$ cat src/rtl/emi_pkg.sv
// Constants, field layouts and types of the external memory bus interface.
// Assumes one core clock and a synchronous active-low reset around it.
package emi_pkg;

  // Register selects on the control register port
  localparam logic [1:0] EMI_SEL_SYSCTL = 2'h0;
  localparam logic [1:0] EMI_SEL_CTRL_A = 2'h1;
  localparam logic [1:0] EMI_SEL_CTRL_B = 2'h2;

  // System control fields
  localparam int         EMI_SYS_ENABLE_BIT  = 7;
  localparam int         EMI_SYS_UPPER_W_LO  = 6;
  localparam logic [7:0] EMI_SYS_RESET       = 8'h00;

  // Control A fields
  localparam int         EMI_CA_LIMIT_HI     = 6;
  localparam int         EMI_CA_LIMIT_LO     = 4;
  localparam int         EMI_CA_LOWER_W_HI   = 3;
  localparam int         EMI_CA_LOWER_W_LO   = 2;
  localparam int         EMI_CA_UPPER_W_HI   = 1;
  localparam logic [7:0] EMI_CA_WMASK        = 8'h7e;
  localparam logic [7:0] EMI_CA_RESET        = 8'h00;

  // Control B fields
  localparam int         EMI_CB_KEEPER_BIT   = 7;
  localparam int         EMI_CB_MASK_HI      = 2;
  localparam logic [7:0] EMI_CB_WMASK        = 8'h87;
  localparam logic [7:0] EMI_CB_RESET        = 8'h00;

  // Address map
  localparam logic [15:0] EMI_EXT_BASE       = 16'h1100;
  localparam int          EMI_SECTOR_SHIFT   = 13;
  localparam logic [2:0]  EMI_MASK_ALL       = 3'h7;

  // Pin input synchroniser depth
  localparam int          EMI_SYNC_STAGES    = 3;

  typedef enum logic [1:0] {
    EMI_WAIT_NONE     = 2'b00,
    EMI_WAIT_ONE      = 2'b01,
    EMI_WAIT_TWO      = 2'b10,
    EMI_WAIT_TWO_HOLD = 2'b11
  } emi_wait_type;

  typedef enum logic [2:0] {
    EMI_ST_IDLE   = 3'b000,
    EMI_ST_ADDR   = 3'b001,
    EMI_ST_STROBE = 3'b011,
    EMI_ST_HOLD   = 3'b110,
    EMI_ST_TAIL   = 3'b010
  } emi_state_type;

endpackage

$ cat src/rtl/emi_cfg_if.sv
// Effective configuration passed from the register file to the helpers.
// Assumes the driving side has already applied legacy mode limits.
`timescale 1ns/1ns
`default_nettype none
interface emi_cfg_if;
  logic       enable;
  logic       keeper;
  logic [1:0] upper_wait;
  logic [1:0] lower_wait;
  logic [2:0] limit;
  logic [2:0] mask;

  modport ctrl (output enable, keeper, upper_wait, lower_wait, limit, mask);
  modport user (input enable, keeper, upper_wait, lower_wait, limit, mask);
endinterface
`default_nettype wire

$ cat src/rtl/emi_top.sv
// External memory bus interface: control registers, access sequencer, pins.
// Assumes an external transparent address latch and a CPU access port.
//
// Operation
// - Enable bit hands pins to the interface
// - Interface overrides port direction bits when enabled
// - Decode address; only external targets get read and write strobes
// - Latch strobe falls on valid address, stays low
// - Internal accesses never assert read or write
// - Disabled: high addresses never alias internal SRAM
// - Low pins multiplex address and data; high bus
// - Keeper holds last driven value when tri-stated
// - No keeper: bus floats after external read until next
// - Pull-ups follow port output bits
// - Two sectors, each with its own wait setting
// - Final-period latch pulse only if RAM follows
// - Legacy mode: no extra registers, sectors, keeper
// - Legacy mode: upper waits 0/1, control pins outputs
// - Legacy single wait bit adds one strobe cycle
// - System control resets to zero
// - Wait codes: none, one, two, two plus hold
// - Sector limit in 0x2000 steps, zero means upper
// - High mask releases top port pins
// - Keeper enable independent of interface enable
`timescale 1ns/1ns
`default_nettype none
module emi_top
  import emi_pkg::*;
(
  input  wire logic        core_clk_i,
  input  wire logic        nrst_i,
  input  wire logic        compat_i,
  input  wire logic [1:0]  reg_sel_i,
  input  wire logic        reg_we_i,
  input  wire logic [7:0]  reg_wdata_i,
  output logic [7:0]       reg_rdata_o,
  input  wire logic        acc_req_i,
  input  wire logic        acc_we_i,
  input  wire logic [15:0] acc_addr_i,
  input  wire logic [7:0]  acc_wdata_i,
  input  wire logic        acc_next_ram_i,
  output logic             acc_ready_o,
  output logic             acc_done_o,
  output logic             acc_ext_o,
  output logic [7:0]       acc_rdata_o,
  input  wire logic [7:0]  lo_port_out_i,
  input  wire logic [7:0]  lo_port_ddr_i,
  input  wire logic [7:0]  hi_port_out_i,
  input  wire logic [7:0]  hi_port_ddr_i,
  input  wire logic [2:0]  ctl_port_out_i,
  input  wire logic [2:0]  ctl_port_ddr_i,
  input  wire logic [7:0]  ad_i,
  output logic [7:0]       ad_o,
  output logic [7:0]       ad_oe_o,
  output logic [7:0]       ad_pullup_o,
  output logic             ad_keep_en_o,
  output logic [7:0]       ad_keep_o,
  output logic [7:0]       addr_high_o,
  output logic [7:0]       addr_high_oe_o,
  output logic             ale_o,
  output logic             rd_n_o,
  output logic             wr_n_o,
  output logic [2:0]       ctl_oe_o
);

  emi_cfg_if cfg ();

  // Control registers
  logic [7:0]    sysctl_ff;
  logic [7:0]    ctrla_ff;
  logic [7:0]    ctrlb_ff;
  logic [7:0]    reg_rdata_ff;
  // Sequencer
  emi_state_type state_ff;
  emi_state_type nxt_state;
  logic [1:0]    cnt_ff;
  logic [1:0]    nxt_cnt;
  logic [15:0]   addr_ff;
  logic [7:0]    wdata_ff;
  logic          we_ff;
  logic          ext_ff;
  logic [1:0]    wait_ff;
  logic          nram_ff;
  logic [7:0]    rdata_ff;
  logic [7:0]    ad_val_ff;
  logic          ad_drv_ff;
  logic [7:0]    keep_ff;
  // Pin input synchroniser
  logic [7:0]    ad_s1_ff;
  logic [7:0]    ad_s2_ff;
  logic [7:0]    ad_s3_ff;
  logic [7:0]    ad_stable_ff;

  wire logic       enable;
  wire logic       req_ext;
  wire logic [1:0] req_wait;
  wire logic [1:0] wait_cycles;
  wire logic       wr_sys;
  wire logic       wr_ca;
  wire logic       wr_cb;
  wire logic [7:0] reg_rmux;
  wire logic       in_strobe;
  wire logic       strobe_end;
  wire logic [2:0] ctl_val;
  wire logic       ad_agree;

  // Effective configuration; legacy mode strips the extended features
  assign enable          = sysctl_ff[EMI_SYS_ENABLE_BIT];
  assign cfg.enable      = enable;
  assign cfg.upper_wait  = {ctrla_ff[EMI_CA_UPPER_W_HI] & ~compat_i,
                            sysctl_ff[EMI_SYS_UPPER_W_LO]};
  assign cfg.lower_wait  = ctrla_ff[EMI_CA_LOWER_W_HI:EMI_CA_LOWER_W_LO];
  assign cfg.limit       = compat_i ? 3'h0 :
                           ctrla_ff[EMI_CA_LIMIT_HI:EMI_CA_LIMIT_LO];
  assign cfg.mask        = compat_i ? 3'h0 :
                           ctrlb_ff[EMI_CB_MASK_HI:0];
  assign cfg.keeper      = ~compat_i & ctrlb_ff[EMI_CB_KEEPER_BIT];

  // Register port decode; extended registers vanish in legacy mode
  assign wr_sys   = reg_we_i && (reg_sel_i == EMI_SEL_SYSCTL);
  assign wr_ca    = reg_we_i && (reg_sel_i == EMI_SEL_CTRL_A) && !compat_i;
  assign wr_cb    = reg_we_i && (reg_sel_i == EMI_SEL_CTRL_B) && !compat_i;
  assign reg_rmux = (reg_sel_i == EMI_SEL_SYSCTL) ? sysctl_ff :
                    compat_i ? 8'h00 :
                    (reg_sel_i == EMI_SEL_CTRL_A) ? ctrla_ff :
                    (reg_sel_i == EMI_SEL_CTRL_B) ? ctrlb_ff : 8'h00;

  always_ff @(posedge core_clk_i)
  begin
    if (!nrst_i)
    begin
      sysctl_ff    <= EMI_SYS_RESET;
      ctrla_ff     <= EMI_CA_RESET;
      ctrlb_ff     <= EMI_CB_RESET;
      reg_rdata_ff <= 8'h00;
    end
    else
    begin
      if (wr_sys)
        sysctl_ff <= reg_wdata_i;
      if (wr_ca)
        ctrla_ff <= reg_wdata_i & EMI_CA_WMASK;
      if (wr_cb)
        ctrlb_ff <= reg_wdata_i & EMI_CB_WMASK;
      reg_rdata_ff <= reg_rmux;
    end
  end

  assign reg_rdata_o = reg_rdata_ff;

  emi_sector_sel u_sector (
    .cfg      (cfg),
    .addr_i   (acc_addr_i),
    .is_ext_o (req_ext),
    .wait_o   (req_wait)
  );

  // Strobe length beyond the first cycle; codes 10 and 11 both add two
  // Captured code, so a changing address cannot stretch the strobe
  assign wait_cycles = (wait_ff == EMI_WAIT_NONE) ? 2'h0 :
                       (wait_ff == EMI_WAIT_ONE)  ? 2'h1 : 2'h2;

  assign in_strobe  = (state_ff == EMI_ST_STROBE);
  assign strobe_end = in_strobe && (cnt_ff == 2'h0);

  always_comb
  begin
    nxt_state = state_ff;
    nxt_cnt   = cnt_ff;
    case (state_ff)
      EMI_ST_IDLE:
        if (acc_req_i)
          // Disabled: answer locally so nothing reaches the pins
          nxt_state = enable ? EMI_ST_ADDR : EMI_ST_TAIL;
      EMI_ST_ADDR:
        if (ext_ff)
        begin
          nxt_state = EMI_ST_STROBE;
          nxt_cnt   = wait_cycles;
        end
        else
          nxt_state = EMI_ST_TAIL;
      EMI_ST_STROBE:
        if (cnt_ff == 2'h0)
          nxt_state = (wait_ff == EMI_WAIT_TWO_HOLD) ? EMI_ST_HOLD :
                                                       EMI_ST_TAIL;
        else
          nxt_cnt = cnt_ff - 2'h1;
      EMI_ST_HOLD:
        nxt_state = EMI_ST_TAIL;
      EMI_ST_TAIL:
        nxt_state = EMI_ST_IDLE;
      default:
        nxt_state = EMI_ST_IDLE;
    endcase
  end

  always_ff @(posedge core_clk_i)
  begin
    if (!nrst_i)
    begin
      state_ff <= EMI_ST_IDLE;
      cnt_ff   <= 2'h0;
    end
    else
    begin
      state_ff <= nxt_state;
      cnt_ff   <= nxt_cnt;
    end
  end

  // Request capture
  always_ff @(posedge core_clk_i)
  begin
    if (!nrst_i)
    begin
      addr_ff  <= 16'h0000;
      wdata_ff <= 8'h00;
      we_ff    <= 1'b0;
      ext_ff   <= 1'b0;
      wait_ff  <= 2'h0;
      nram_ff  <= 1'b0;
    end
    else if (state_ff == EMI_ST_IDLE && acc_req_i)
    begin
      addr_ff  <= acc_addr_i;
      wdata_ff <= acc_wdata_i;
      we_ff    <= acc_we_i;
      ext_ff   <= req_ext;
      wait_ff  <= req_wait;
      nram_ff  <= acc_next_ram_i;
    end
  end

  // Low bus value: address in the address phase, then write data.
  // After an external read the bus stays released until the next access.
  always_ff @(posedge core_clk_i)
  begin
    if (!nrst_i)
    begin
      ad_val_ff <= 8'h00;
      ad_drv_ff <= 1'b0;
    end
    else if (state_ff == EMI_ST_IDLE && acc_req_i && enable)
    begin
      ad_val_ff <= acc_addr_i[7:0];
      ad_drv_ff <= 1'b1;
    end
    else if (state_ff == EMI_ST_ADDR && ext_ff)
    begin
      ad_val_ff <= wdata_ff;
      ad_drv_ff <= we_ff;
    end
  end

  // Keeper copy of the last value the interface drove
  always_ff @(posedge core_clk_i)
  begin
    if (!nrst_i)
      keep_ff <= 8'h00;
    else if (ad_drv_ff && enable)
      keep_ff <= ad_val_ff;
  end

  assign ad_keep_en_o = cfg.keeper;
  assign ad_keep_o    = keep_ff;

  // Read data crosses in from the pins through three stages
  always_ff @(posedge core_clk_i)
  begin
    if (!nrst_i)
    begin
      ad_s1_ff     <= 8'h00;
      ad_s2_ff     <= 8'h00;
      ad_s3_ff     <= 8'h00;
      ad_stable_ff <= 8'h00;
    end
    else
    begin
      ad_s1_ff <= ad_i;
      ad_s2_ff <= ad_s1_ff;
      ad_s3_ff <= ad_s2_ff;
      if (ad_agree)
        ad_stable_ff <= ad_s3_ff;
    end
  end

  assign ad_agree = (ad_s2_ff == ad_s3_ff);

  // Data must settle three cycles before strobe end; choose waits for it
  always_ff @(posedge core_clk_i)
  begin
    if (!nrst_i)
      rdata_ff <= 8'h00;
    else if (state_ff == EMI_ST_IDLE && acc_req_i)
      rdata_ff <= 8'h00;
    else if (strobe_end && !we_ff)
      rdata_ff <= ad_agree ? ad_s3_ff : ad_stable_ff;
  end

  // Read and write strobes only for external targets; latch strobe low while they run
  assign ale_o  = enable && ((state_ff == EMI_ST_ADDR) ||
                  (state_ff == EMI_ST_TAIL && nram_ff));
  assign rd_n_o = !(in_strobe && ext_ff && !we_ff);
  assign wr_n_o = !(in_strobe && ext_ff && we_ff);
  assign ctl_val = {wr_n_o, rd_n_o, ale_o};

  // The external latch is transparent while ale_o is high
  emi_pin_mux u_pins (
    .cfg            (cfg),
    .ad_val_i       (ad_val_ff),
    .ad_drive_i     (ad_drv_ff),
    .hi_addr_i      (addr_ff[15:8]),
    .ctl_val_i      (ctl_val),
    .lo_port_out_i  (lo_port_out_i),
    .lo_port_ddr_i  (lo_port_ddr_i),
    .hi_port_out_i  (hi_port_out_i),
    .hi_port_ddr_i  (hi_port_ddr_i),
    .ctl_port_out_i (ctl_port_out_i),
    .ctl_port_ddr_i (ctl_port_ddr_i),
    .ad_o           (ad_o),
    .ad_oe_o        (ad_oe_o),
    .ad_pullup_o    (ad_pullup_o),
    .hi_o           (addr_high_o),
    .hi_oe_o        (addr_high_oe_o),
    .ctl_o          (),
    .ctl_oe_o       (ctl_oe_o)
  );

  assign acc_ready_o = (state_ff == EMI_ST_IDLE);
  assign acc_done_o  = (state_ff == EMI_ST_TAIL);
  assign acc_ext_o   = ext_ff && enable;
  assign acc_rdata_o = rdata_ff;

  // Checks
  chk_enable_drives: assert property (
    @(posedge core_clk_i) disable iff (!nrst_i)
    (state_ff == EMI_ST_ADDR && enable) |-> (ad_oe_o == 8'hff))
    else $error("address phase does not drive low bus");

  chk_ale_fall_addr: assert property (
    @(posedge core_clk_i) disable iff (!nrst_i)
    $fell(ale_o) && in_strobe |-> $past(ad_o) == addr_ff[7:0])
    else $error("latch strobe fell without valid low address");

  chk_ale_low_xfer: assert property (
    @(posedge core_clk_i) disable iff (!nrst_i)
    (in_strobe || state_ff == EMI_ST_HOLD) |-> !ale_o)
    else $error("latch strobe high during data transfer");

  chk_int_no_strobe: assert property (
    @(posedge core_clk_i) disable iff (!nrst_i)
    (state_ff == EMI_ST_IDLE && acc_req_i && !req_ext)
      |=> (rd_n_o && wr_n_o) [*3])
    else $error("strobe asserted for internal access");

  chk_no_alias: assert property (
    @(posedge core_clk_i) disable iff (!nrst_i)
    (state_ff == EMI_ST_IDLE && acc_req_i && !enable)
      |=> acc_done_o && !ale_o && rd_n_o && wr_n_o ##1 acc_rdata_o == 8'h00)
    else $error("disabled access reached the pins");

  chk_zero_wait: assert property (
    @(posedge core_clk_i) disable iff (!nrst_i)
    $fell(rd_n_o) && wait_ff == EMI_WAIT_NONE |=> rd_n_o)
    else $error("zero wait read strobe not one cycle");

  chk_two_wait: assert property (
    @(posedge core_clk_i) disable iff (!nrst_i)
    $fell(wr_n_o) && wait_ff[1] |-> !wr_n_o [*3] ##1 wr_n_o)
    else $error("two wait write strobe not three cycles");

  chk_hold_cycle: assert property (
    @(posedge core_clk_i) disable iff (!nrst_i)
    strobe_end && wait_ff == EMI_WAIT_TWO_HOLD
      |=> state_ff == EMI_ST_HOLD && !ale_o ##1 acc_done_o)
    else $error("missing hold cycle before new address");

  chk_tail_ale: assert property (
    @(posedge core_clk_i) disable iff (!nrst_i)
    acc_done_o && !nram_ff |-> !ale_o)
    else $error("final period latch pulse without RAM access");

  chk_legacy_strip: assert property (
    @(posedge core_clk_i) disable iff (!nrst_i)
    compat_i |-> !ad_keep_en_o && cfg.limit == 3'h0 && !cfg.upper_wait[1])
    else $error("extended features active in legacy mode");

  chk_reset_zero: assert property (
    @(posedge core_clk_i)
    !$past(nrst_i) |-> sysctl_ff == 8'h00 && !ale_o && rd_n_o)
    else $error("system control not cleared by reset");

endmodule
`default_nettype wire

$ cat src/rtl/emi_sector_sel.sv
// Internal/external decode and per-sector wait selection.
// Assumes a stable address for the cycle in which it is sampled.
`timescale 1ns/1ns
`default_nettype none
module emi_sector_sel
  import emi_pkg::*;
(
  emi_cfg_if.user          cfg,
  input  wire logic [15:0] addr_i,
  output logic             is_ext_o,
  output logic [1:0]       wait_o
);

  wire logic [15:0] limit_addr;
  wire logic        upper_hit;

  assign is_ext_o   = (addr_i >= EMI_EXT_BASE);
  assign limit_addr = {cfg.limit, 13'h0000};
  // Limit zero puts the whole external space in the upper sector
  assign upper_hit  = (cfg.limit == 3'h0) || (addr_i >= limit_addr);
  assign wait_o     = upper_hit ? cfg.upper_wait : cfg.lower_wait;

endmodule
`default_nettype wire

$ cat src/rtl/emi_pin_mux.sv
// Pin override between the interface and the general purpose port logic.
// Assumes port output and direction bits come from the same clock domain.
`timescale 1ns/1ns
`default_nettype none
module emi_pin_mux
  import emi_pkg::*;
(
  emi_cfg_if.user         cfg,
  input  wire logic [7:0] ad_val_i,
  input  wire logic       ad_drive_i,
  input  wire logic [7:0] hi_addr_i,
  input  wire logic [2:0] ctl_val_i,
  input  wire logic [7:0] lo_port_out_i,
  input  wire logic [7:0] lo_port_ddr_i,
  input  wire logic [7:0] hi_port_out_i,
  input  wire logic [7:0] hi_port_ddr_i,
  input  wire logic [2:0] ctl_port_out_i,
  input  wire logic [2:0] ctl_port_ddr_i,
  output logic [7:0]      ad_o,
  output logic [7:0]      ad_oe_o,
  output logic [7:0]      ad_pullup_o,
  output logic [7:0]      hi_o,
  output logic [7:0]      hi_oe_o,
  output logic [2:0]      ctl_o,
  output logic [2:0]      ctl_oe_o
);

  wire logic [3:0] hi_bits;

  // Mask n releases the top n pins, mask 7 releases all of them
  assign hi_bits = (cfg.mask == EMI_MASK_ALL) ? 4'h0 :
                   (4'h8 - {1'b0, cfg.mask});

  genvar i;
  generate
    for (i = 0; i < 8; i++)
    begin : g_bit
      wire logic hi_use;
      assign hi_use     = cfg.enable && (4'(i) < hi_bits);
      assign hi_o[i]    = hi_use ? hi_addr_i[i] : hi_port_out_i[i];
      assign hi_oe_o[i] = hi_use ? 1'b1 : hi_port_ddr_i[i];
      assign ad_o[i]    = cfg.enable ? ad_val_i[i] : lo_port_out_i[i];
      assign ad_oe_o[i] = cfg.enable ? ad_drive_i : lo_port_ddr_i[i];
      // Pull-ups follow the port bit whenever the line is not driven
      assign ad_pullup_o[i] = ~ad_oe_o[i] & lo_port_out_i[i];
    end
  endgenerate

  assign ctl_o    = cfg.enable ? ctl_val_i : ctl_port_out_i;
  assign ctl_oe_o = cfg.enable ? 3'h7 : ctl_port_ddr_i;

endmodule
`default_nettype wire

$ cat config.mk
export PLATFORM = sky130hd
export DESIGN_NAME = emi_top
export DESIGN_NICKNAME = d
export VERILOG_FILES = /design/src/rtl/emi_pkg.sv /design/src/rtl/emi_cfg_if.sv /design/src/rtl/emi_top.sv /design/src/rtl/emi_sector_sel.sv /design/src/rtl/emi_pin_mux.sv
export SDC_FILE = /design/constraint.sdc
export NUM_CORES = 1
export LEC_CHECK = 0
export ABC_AREA = 1
export BUFFER_PORTS_ARGS = -buffer_cell sky130_fd_sc_hd__buf_4
export CORE_ASPECT_RATIO = 1.75
export CORE_MARGIN = 3
export CORE_UTILIZATION = 50
export CTS_BUF_LIST = sky130_fd_sc_hd__clkbuf_16
export DETAILED_ROUTE_END_ITERATION = 6
export GPL_TIMING_DRIVEN = 0
export PLACE_DENSITY = 0.79
export SETUP_SLACK_MARGIN = 0.2
export SLEW_MARGIN = 40
export SYNTH_ARGS = -nofsm -noshare
export SYNTH_HDL_FRONTEND = slang
export SYNTH_HIERARCHICAL = 1
export SYNTH_SLANG_ARGS = --single-unit
$ cat constraint.sdc
create_clock -name core_clk_i -period 3.6 [get_ports core_clk_i]
set_input_delay 0 -clock core_clk_i [delete_from_list [all_inputs] [get_ports core_clk_i]]
set_output_delay 0 -clock core_clk_i [all_outputs]
set_load 0.02 [all_outputs]
## Yosys cells after proc, flatten, opt, wreduce, memory -nomap -nowiden

Index checks and enable logic that the tools add are counted.

- Add/subtract/negate cells: 2
- Order comparisons: 10
- Equal/unequal tests: 14
- Muxes and demuxes: 57
- Bitwise operators: 20
- Reductions and logical operators: 41

Operators by type and width:

| operator | number |
|---|---|
| 2-to-1 mux 8 bit | 7 |
| 2-to-1 mux 1 bit | 35 |
| logical AND 1 bit | 25 |
| 2-to-1 mux 3 bit | 6 |
| greater-or-equal comparator 16 x 13 -> 1 bit, second input constant | 1 |
| greater-or-equal comparator 16 bit | 1 |
| less-than comparator 3 x 4 -> 1 bit, first input constant | 4 |
| 2-to-1 mux 2 bit | 6 |
| one-hot mux 3 bit (4 select lines) | 1 |
| AND 1 bit | 10 |
| inverter 1 bit | 10 |
| == test 8 bit | 1 |
| less-than comparator 1 x 4 -> 1 bit, first input constant | 2 |
| less-than comparator 2 x 4 -> 1 bit, first input constant | 2 |
| == test 3 x 2 -> 1 bit, second input constant | 2 |
| == test 3 bit, second input constant | 2 |
| logical NOT 2 bit | 3 |
| logical NOT 3 bit | 2 |
| inequality test 2 bit, second input constant | 3 |
| == test 2 x 1 -> 1 bit, second input constant | 2 |
| == test 2 bit, second input constant | 2 |
| logical NOT 1 bit | 4 |
| 2-to-1 mux 4 bit | 1 |
| one-hot mux 2 bit (2 select lines) | 1 |
| other kinds (9) | 11 |

- Register bits: 117
- Input port bits: 87
- Logic and storage cells: 164

## Longest topological paths before layout

Gate-level depths: netlist of run 1.

- Depth in word-level cells: 6
- Depth in mapped cells: 14

## Modules after synthesis

The synthesis of run 1 kept the hierarchy.

Modules (own cells, without submodules):

| module | instances | cells an instance | area an instance (µm²) | seq. area each (µm²) |
|---|---|---|---|---|
| emi_top | 1 | 549 | 4127.7 | 2182.1 |
| emi_pin_mux | 1 | 142 | 684.4 | 0.0 |
| emi_sector_sel | 1 | 39 | 195.2 | 0.0 |

## Least setup slack after synthesis of run 1

OpenSTA, ideal clock, no wires.

- Kind: register to register
- Start: reg ctrla_ff[6]
- End: reg wait_ff[1]
- Library setup time: 0.119 ns
- Arrival: 1.467 ns
- Required time: 3.481 ns
- Slack: 2.014 ns
- Cell stages (with the launch flop): 13
- Path buffers: 0
- Clock period less this slack: 1.586 ns
- Cells stage by stage: dfxtp_1 > inv_1 > nor2_1 > inv_1 > ha_1 > a21oi_1 > nand2_1 > nor2_2 > nand2_2 > nand2_1 > nand2_1 > o21ai_0 > a21oi_1

- Word-level cells in the longest chain between the ends: 4

RTL lines:

| what | line | source |
|---|---|---|
| start: declaration | emi_top.sv:70 | `logic [7:0] ctrla_ff;` |
| start signal: assignment | emi_top.sv:142 | `ctrla_ff <= reg_wdata_i & EMI_CA_WMASK;` |
| 2-to-1 mux 3 bit (*) | emi_top.sv:113 | `assign cfg.limit = compat_i ? 3'h0 :` |
| net cfg.limit[2] | emi_cfg_if.sv:10 | `logic [2:0] limit;` |
| greater-or-equal comparator 16 bit / logical NOT 3 bit (equally long branches) | emi_sector_sel.sv:20 | `assign upper_hit = (cfg.limit == 3'h0) \|\| (addr_i >= limit_addr);` |
| logical OR 1 bit (*) | emi_sector_sel.sv:20 |  |
| 2-to-1 mux 2 bit (*) | emi_sector_sel.sv:21 | `assign wait_o = upper_hit ? cfg.upper_wait : cfg.lower_wait;` |
| net req_wait[1] | emi_top.sv:96 | `wire logic [1:0] req_wait;` |
| end signal: assignment | emi_top.sv:230 | `wait_ff <= req_wait;` |
| end: declaration | emi_top.sv:82 | `logic [1:0] wait_ff;` |

Mark *: on every way through the listed nets, which the timed path passes. The rest lies on a longest branch.
A chain may end at the register's enable or synchronous reset.

## Worst setup path in the final report of run 1

- Start: reg ctrlb_ff[0]
- End: out addr_high_oe_o[4]

- Word-level cells in the longest chain between the ends: 6

RTL lines:

| what | line | source |
|---|---|---|
| start: declaration | emi_top.sv:71 | `logic [7:0] ctrlb_ff;` |
| start signal: assignment | emi_top.sv:144 | `ctrlb_ff <= reg_wdata_i & EMI_CB_WMASK;` |
| 2-to-1 mux 3 bit (*) | emi_top.sv:115 | `assign cfg.mask = compat_i ? 3'h0 :` |
| net cfg.mask[0] | emi_cfg_if.sv:11 | `logic [2:0] mask;` |
| subtractor 4 x 3 -> 4 bit / == test 3 bit (equally long branches) | emi_pin_mux.sv:32, emi_pin_mux.sv:31 |  |
| 2-to-1 mux 4 bit (*) | emi_pin_mux.sv:31 | `assign hi_bits = (cfg.mask == EMI_MASK_ALL) ? 4'h0 :` |
| less-than comparator 3 x 4 -> 1 bit (*) | emi_pin_mux.sv:39 | `assign hi_use = cfg.enable && (4'(i) < hi_bits);` |
| logical AND 1 bit (*) | emi_pin_mux.sv:39 |  |
| 2-to-1 mux 1 bit (*) | emi_pin_mux.sv:41 | `assign hi_oe_o[i] = hi_use ? 1'b1 : hi_port_ddr_i[i];` |
| end: declaration | emi_top.sv:59 | `output logic [7:0] addr_high_oe_o,` |

Marked as above.

==> flow_summary.yaml, run 1 <==
route:
  num_vias: 5237
  firstDrtPassIters: 5
  ant_nets: 0
  wl_per_cell_um: 13.64
  drt_iter0_markers: 289
  drc: 0
  viasPerCell: 4.945
  drt_wl_total_mm: 14.45
synthesis:
  syn_area_um2: 4974
  synthCells: 721
  syn_nets: 815
  synth_warnings: 6
  synth.avg_cell_area_um2: 6.898
die:
  ioPinCount: 161
  core-area_um2: 9585
  die_y_um: 137.9
  die_width_um: 81.39
  floorplan.initialDensity: 0.5189
  die_area_um2: 11230
  fp-row-count: 47
hold_path:
  hold_path.class: "input pin to register"
  hold_end: "ad_val_ff[3]"
  hold_depth: 3
  min_from: "nrst_i"
sta:
  tightest_slew_ns: 0.6390
  hold_viol: 0
  relSlewSlack: 0.5740
  rsz0062_at_grt: "false"
  worst_slack_ns: 1.304
  fmax_mhz: 435.5
  tns_ns: 0
  period_needed_ns: 2.296
  skew_ns: 0.006545
  fin_crit_sh: 0.6379
  report.final.slew_viol_count: 0
  setup_violations: 0
critical_path:
  r2r-start: "ctrla_ff[6]"
  arrival_ns: 2.30
  required_ns: 3.60
  reg2reg_slack_ns: 1.77
  r2r-end: "wait_ff[1]"
  path_max_fanout: 6
  end_kind: "primary output"
  start_kind: "register"
  critical_path_class: "register to primary output"
  ff2ff_path_depth: 12
cts:
  holdBufCountCts: 44
  cts_root_buffer: "clkbuf_16"
  clk_pin_slew_worst_paths_ns: 0.07
  worstSkewPairLatency_ns: 0.35
  cts_buffers: 9
  cts.sinks: 109
  cts-htree-levels: 3
  clockBufferDepth: 2
  post_cts_buffers: 0
  cts_tree: "done"
  cts_resized: 0
power_and_ir_drop:
  power_mw: 2.761
  pwr_density_cell_nw_per_um2: 392.5
  ir_worst_vdd_mv: 0.2894
  p_leak_nw: 3.435
finish:
  fin_area_um2: 7034
  final_nets: 1026
  antennaDiodeCount: 0
  nFillCells: 756
  synthToLayoutAreaGrowth_pct: 41.43
  multiInputGateArea_um2: 2266
  seqCellArea_um2: 2182
  drive_gt1_frac: 0.2359
status:
  status: "completed"
placement:
  portBuffers: 156
  placed_area_um2: 6297
  dp_hpwl_mm: 10.99
  place_worst_setup_slack_ns: 1.687
  place_congestion: 0.8725
global_route:
  antenna_found_initial: 0
  grt_overflow: 0
  grt_use_total: 0.2650
  first_global_vias: 5233
  grt_max_degree: 19
  grt_pass1_wl_mm: 23.20
run:
  drv_cap: 0
-- final cells by class --
| class | instances | area share |
|---|---|---|
| multi-input cells | 483 | 0.3221 |
| flip-flops and latches | 109 | 0.3102 |
| repair buffers | 200 | 0.2291 |
| inverters | 105 | 0.05621 |
| clock buffers | 9 | 0.03202 |
| well taps | 122 | 0.02170 |
| plain buffers | 24 | 0.01850 |
| clock inverters | 7 | 0.01014 |
-- worst max path at each step --
stage	startpoint	end	slack (ns)	depth (start not counted)
2_1_floorplan	ctrla_ff[6]	wait_ff[1]	2.01	12
3_3_place_gp	ctrlb_ff[0]	addr_high_oe_o[4]	1.77	10
3_5_place_dp	ctrlb_ff[0]	addr_high_oe_o[4]	1.69	10
4_1_cts	ctrlb_ff[0]	addr_high_oe_o[4]	1.31	10
5_1_grt	ctrlb_ff[0]	addr_high_oe_o[5]	1.15	10
6_report	ctrlb_ff[0]	addr_high_oe_o[4]	1.30	10
-- stage by stage --
step                        util  hold slack [ns]  cells
after floorplan                -          0.09763    721
after global placement    0.6570           0.1829    999
after detailed placement  0.6570           0.1878    999
after CTS                 0.7338          0.02391   1059
after global routing      0.7338          0.05232   1059
final                     0.7338          0.03360   1059
-- metal layers --
metal / wire length [µm] / part of all wire / global-route usage / vias to the layer above
met3: 673 / 0.047 / 0.04356 / 46
met1: 5516 / 0.38 / 0.2895 / 2348
li1: - / - / - / 2673
met5: 0 / 0 / 0 / -
met2: 7820 / 0.54 / 0.4859 / 170
met4: 439 / 0.030 / 0.1212 / 0
-- critical path, cell delays in order, from the launching register on --
cell and delay, ns:
dfxtp_1 0.31, inv_1 0.04, nor2_1 0.32, inv_1 0.16, ha_1 0.35, nand2_1 0.17
nand2_1 0.09, nand2_2 0.10, nand2_2 0.05, or2_1 0.20, buf_4 0.16
-- cells in the final DEF, fill, tap and decap left out, types with 13 or more instances in the layout --
| master | count |
|---|---|
| nand2_1 | 163 |
| buf_4 | 160 |
| nor2_1 | 113 |
| dfxtp_1 | 109 |
| inv_1 | 97 |
| o21ai_0 | 62 |
| nand3_1 | 45 |
| dlygate4sd3_1 | 44 |
| a21oi_1 | 33 |
| nand2_2 | 13 |
-- power by group --
group | switching [mW] | total, mW | internal, mW | leakage (nW)
sequential | 0.0265 | 1.28 | 1.25 | 0.890
clock | 0.456 | 0.999 | 0.543 | 0.142
combinational | 0.265 | 0.482 | 0.217 | 2.40
total | 0.748 | 2.76 | 2.01 | 3.43
Note: power is estimated with default switching activity, not from simulation.
==> inputs of run 2 (changes only) <==
Settings changed: ABC_AREA 1 to 0, CORE_UTILIZATION 50 to 46, PLACE_DENSITY 0.79 to 0.76.
Clock period 3.6 ns to 2 ns, I/O delays scaled along.
==> flow_summary.yaml, run 2 <==
status:
  status: "finished with violations"
  violations: "negative setup slack"
global_route:
  grt_max_degree: 20
  antenna_found_initial: 1
  grt_pass1_wl_mm: 25.87
  grt_overflow: 0
  grt_use_total: 0.2618
  first_global_vias: 5322
sta:
  fmax_mhz: 455.5
  report.final.slew_viol_count: 0
  skew_ns: 0.01081
  relSlewSlack: 0.6170
  worst_slack_ns: -0.1956
  setup_violations: 10
  hold_viol: 0
  period_needed_ns: 2.196
  tns_ns: -0.8485
  fin_crit_sh: 1.098
  rsz0062_at_grt: "true"
  tightest_slew_ns: 0.5744
critical_path:
  critical_path_buf_inv_count: 2
  required_ns: 2.00
  critical_path_class: "register to primary output"
  slowest_delay_ns: 0.35
  path_max_fanout: 4
  path_cells: "nor2b_4 -> inv_2 -> ha_4 -> nand3b_1 -> o21ai_4 -> a31oi_4 -> mux2_4 -> buf_6"
  r2r-start: "ctrla_ff[6]"
  end_kind: "primary output"
  cp_top_family: "compound AO/OA/AOI/OAI gates"
  arrival_ns: 2.20
  crit_slowest_cell: "dfxtp_2"
  ff2ff_path_depth: 9
  reg2reg_slack_ns: 0.04
  r2r-end: "wait_ff[1]"
  start_kind: "register"
cts:
  cts-htree-levels: 3
  cts_root_buffer: "clkbuf_16"
  cts_buffers: 9
  worstSkewPairLatency_ns: 0.35
  clockBufferDepth: 2
  cts.sinks: 109
  cts_tree: "done"
  clk_pin_slew_worst_paths_ns: 0.08
route:
  drc: 0
  drt_iter0_markers: 305
  drt_wl_total_mm: 16.96
  ant_nets: 0
  viasPerCell: 5.465
  num_vias: 5077
  wl_per_cell_um: 18.26
  firstDrtPassIters: 5
finish:
  synthToLayoutAreaGrowth_pct: 48.53
  final_nets: 887
  utilization: 0.7036
  layout_common_cells: "buf_4, dfxtp_1, nand2_1, dlygate4sd3_1"
  drive_gt1_frac: 0.3521
  final_common_cell: "buf_4"
hold_path:
  min_from: "acc_addr_i[3]"
  hold_path.class: "input pin to register"
  hold_depth: 3
  hold_end: "ad_val_ff[3]"
die:
  die_y_um: 145.3
  die_area_um2: 12430
  fp-row-count: 50
  ioPinCount: 161
  floorplan.initialDensity: 0.4737
  die_width_um: 85.58
  core-area_um2: 10760
synthesis:
  syn_area_um2: 5097
  synth_warnings: 6
  syn_nets: 661
  synth.avg_cell_area_um2: 8.990
  synthCells: 567
power_and_ir_drop:
  ir_worst_vdd_mv: 0.5069
  pwr_density_cell_nw_per_um2: 636.2
  power_mw: 4.817
  p_leak_nw: 3.228
placement:
  dp_hpwl_mm: 11.76
  place_congestion: 0.9114
  portBuffers: 156
run:
  drv_cap: 0
## run 2: changes by cell type in the layout (fill, tap and decap cells not counted), moves of 30 or more
cell      change
nand2_1      -96
a21boi_0     +32
inv_1        -73
nor2b_1      +36
and2_1       +30
nor2_1       -95
## run 2: cell type report
type	count	area, µm²
Buffer	34	180.2
Sequential cell	109	2187
Fill cell	817	3189
Timing Repair Buffer	216	1788
Multi-Input combinational cell	397	2872
Tap cell	130	162.7
Clock inverter	7	56.30
Antenna cell	1	2.502
Inverter	26	97.59
Clock buffer	9	225.2
## run 2: per-stage QoR
stage	setup WS, ns	cells	hold WS (ns)	area, µm²
5_1_grt	-0.2016	929	0.07275	7571
3_5_place_dp	-0.1752	853	0.2139	6436
3_3_place_gp	-0.1385	853	0.2067	6436
6_report	-0.1956	929	0.02775	7571
2_1_floorplan	0.2334	567	0.1273	5102
4_1_cts	-0.03593	919	0.01667	7356
## run 2: worst max-delay path by stage
stage | startpoint | to | slack (ns) | cells after the start
finish | ctrlb_ff[1] | addr_high_o[5] | -0.20 | 8
CTS | ctrlb_ff[0] | addr_high_o[5] | -0.04 | 8
detailed placement | compat_i | addr_high_o[6] | -0.18 | 10
floorplan | ctrlb_ff[0] | addr_high_o[6] | 0.23 | 7
global route | ctrlb_ff[0] | addr_high_o[5] | -0.20 | 7
global placement | compat_i | addr_high_o[4] | -0.14 | 9
## run 2: timing repair
item / 4_1_cts / 5_1_grt
resized for setup: 43 / 47
hold endpoints to repair: 51 / 0
hold buffers: 41 / 0
pin swaps: 9 / 11
cloned: 0 / 0
endpoints found under the setup margin: 48 / 62
buffers inserted: 10 / 9
## run 2: worst reg2reg max path: cells and delay by family (launching register included)
| kind | cells | cell delay [ns] |
|---|---|---|
| AND/OR/NAND/NOR | 5 | 0.72 |
| flip-flops | 1 | 0.35 |
| adder cells (fa/ha/maj) | 1 | 0.32 |
| multiplexers | 1 | 0.32 |
| AO/OA/AOI/OAI | 1 | 0.09 |
| buffers and inverters | 1 | 0.05 |
## run 2: report_power, final
group	switching [mW]	leakage [nW]	internal, mW
sequential	0.0480	0.889	2.23
combinational	0.398	2.20	0.421
clock	0.858	0.142	0.864
total	1.30	3.23	3.51
## run 2: routing by layer
layer / track usage / vias to the layer above / wire (µm)
met5: 0 / - / 0
met4: 0.1300 / 0 / 894
met3: 0.04261 / 70 / 853
met2: 0.4984 / 225 / 9274
met1: 0.2635 / 2397 / 5938
li1: - / 2385 / -
==> inputs of run 3 (changes only) <==
Settings changed: PLACE_DENSITY 0.76 to 0.77, SYNTH_HIERARCHICAL 1 to not set.
==> flow_summary.yaml, run 3 <==
synthesis:
  async_flop_share: 0
  synth-seq-area-share: 0.4488
  synth_xor_area_frac: 0.01441
  synth_edf_count: 0
  synth-seq-cells: 109
  syn_area_um2: 4862
  synthCells: 544
  synth_cell_types: 47
  synth.avg_cell_area_um2: 8.938
  synth-compound-area-share: 0.1330
  synth_top_area_cell: "dfxtp_1"
  ys.flop_type: "dfxtp_1"
  muxShareOfSynthArea: 0.08646
  synth.area.top_cells: "dfxtp_1, mux2i_1, nand2_1"
  synth_adder_area_share: 0.01544
  synth.top_cell.area_share: 0.4488
  synth_top_family_by_area: "simple AND/OR/NAND/NOR gates"
  syn_nets: 637
  synth_common_cells: "dfxtp_1, nand2_1, nor2b_1, mux2i_1, and2_1"
  synth-simple-area-share: 0.2537
  synth_warnings: 0
  synth_most_common_cell: "dfxtp_1"
route:
  viasPerCell: 5.168
  drc: 0
  drt_wl_total_mm: 14.91
  num_vias: 4646
  ant_nets: 0
  firstDrtPassIters: 4
  wl_per_cell_um: 16.59
  drt_iter0_markers: 269
die:
  die_area_um2: 11890
  core-area_um2: 10300
  fp-row-count: 49
  floorplan.initialDensity: 0.4721
  die_width_um: 83.72
  die_y_um: 142.0
  ioPinCount: 161
status:
  violations: "negative setup slack"
  status: "finished with violations"
sta:
  fin_crit_sh: 1.036
  skew_ns: 0.008908
  tightest_slew_ns: 0.6259
  fmax_mhz: 482.6
  setup_violations: 5
  report.final.slew_viol_count: 0
  relSlewSlack: 0.5789
  hold_viol: 0
  period_needed_ns: 2.072
  worst_slack_ns: -0.07191
  rsz0062_at_grt: "true"
finish:
  synthToLayoutAreaGrowth_pct: 46.45
  final_common_cell: "buf_4"
  final_nets: 859
  layout_common_cells: "buf_4, dfxtp_1, nand2_1, dlygate4sd3_1, nor2b_1"
  fin_area_um2: 7121
  drive_gt1_frac: 0.3156
global_route:
  antenna_found_initial: 1
  grt_pass1_wl_mm: 22.95
  grt_overflow: 0
  first_global_vias: 4760
  grt_max_degree: 17
  grt_use_total: 0.2400
power_and_ir_drop:
  pwr_density_cell_nw_per_um2: 649.6
  p_leak_nw: 3.095
  ir_worst_vdd_mv: 0.4737
cts:
  cts_root_buffer: "clkbuf_16"
  clockBufferDepth: 2
  cts-htree-levels: 3
  cts.sinks: 109
  cts_tree: "done"
  worstSkewPairLatency_ns: 0.34
  clk_pin_slew_worst_paths_ns: 0.06
  cts_buffers: 9
critical_path:
  reg2reg_slack_ns: 0.24
  r2r-end: "wait_ff[1]"
  crit_slowest_cell: "dfxtp_2"
  critical_path_class: "register to primary output"
  ff2ff_path_depth: 7
  slowest_delay_ns: 0.33
  end_kind: "primary output"
  path_max_fanout: 3
  r2r-start: "ctrla_ff[6]"
  arrival_ns: 2.07
  path_cells: "nor2b_4 -> inv_2 -> ha_4 -> nand3b_1 -> a31oi_2 -> nand2_2 -> mux2_4 -> buf_6"
  required_ns: 2.00
  start_kind: "register"
hold_path:
  min_from: "reg_sel_i[1]"
  hold_path.class: "input pin to register"
  hold_end: "reg_rdata_o[0]"
  hold_depth: 3
placement:
  dp_hpwl_mm: 10.54
  portBuffers: 156
  place_congestion: 0.8863
  place_worst_setup_slack_ns: -0.1015
  placed_area_um2: 6192
run:
  drv_cap: 0
-- run 3: final cells by class --
cell class	count	area, µm²
Multi-Input combinational cell	381	2554
Sequential cell	109	2191
Tap cell	127	158.9
Fill cell	797	3179
Timing Repair Buffer	211	1712
Buffer	31	157.7
Antenna cell	2	5.005
Inverter	23	86.33
Clock inverter	6	31.28
Clock buffer	9	225.2
-- run 3: kinds of logic after synthesis --
family                     after synthesis
AOI/OAI and AO/OA                       92
xor gates and xnor gates                 8
adders and majority gates                6
buffers and inverters                   54
DFF                                    109
muxes                                   41
and+or+nand+nor                        234
-- run 3: where the power goes --
part / internal, mW / switching (mW)
Clock: 0.823 / 0.753
Combinational: 0.404 / 0.368
Sequential: 2.23 / 0.0436
-- run 3: stage by stage --
stage	power, mW	hold slack, ns	instances	setup TNS, ns	util
after floorplan	2.650	0.1273	544	0	-
after global placement	2.951	0.2093	827	-0.1212	0.6012
after detailed placement	2.969	0.2130	827	-0.2624	0.6012
after CTS	4.607	0.03785	889	-0.1231	0.6812
after global routing	4.791	0.09582	898	-0.7741	0.6911
final	4.625	0.04972	899	-0.2540	0.6913
-- run 3: worst max path at each step --
stage,cells after the start,slack [ns],startpoint,to
after floorplan,8,0.21,ctrlb_ff[0],addr_high_o[0]
after global placement,9,-0.08,ctrlb_ff[0],addr_high_o[0]
after detailed placement,9,-0.10,ctrlb_ff[0],addr_high_o[0]
after CTS,8,-0.05,ctrlb_ff[0],addr_high_o[0]
after global routing,8,-0.16,ctrlb_ff[0],addr_high_o[0]
final,8,-0.07,ctrlb_ff[0],addr_high_o[0]
-- run 3: timing repair --
item	CTS	global route
endpoints found under the setup margin	34	20
endpoints found under the hold margin	52	0
buffers inserted	5	8
pin swaps	6	14
hold buffers	42	0
resized for setup	29	11
-- run 3: worst max-delay path: cells and delay by family, from the launching register on --
| kind | cells | cell delay [ns] |
|---|---|---|
| compound gates | 1 | 0.27 |
| fa+ha+maj | 1 | 0.21 |
| flops | 1 | 0.33 |
| simple gates | 3 | 0.43 |
| buf+inv | 2 | 0.18 |
| mux | 1 | 0.31 |
-- run 3: layer usage --
metal	share of wire	GRT usage
met1	0.36	0.2438
met2	0.54	0.4486
met3	0.045	0.04056
met4	0.049	0.1508
met5	0	0
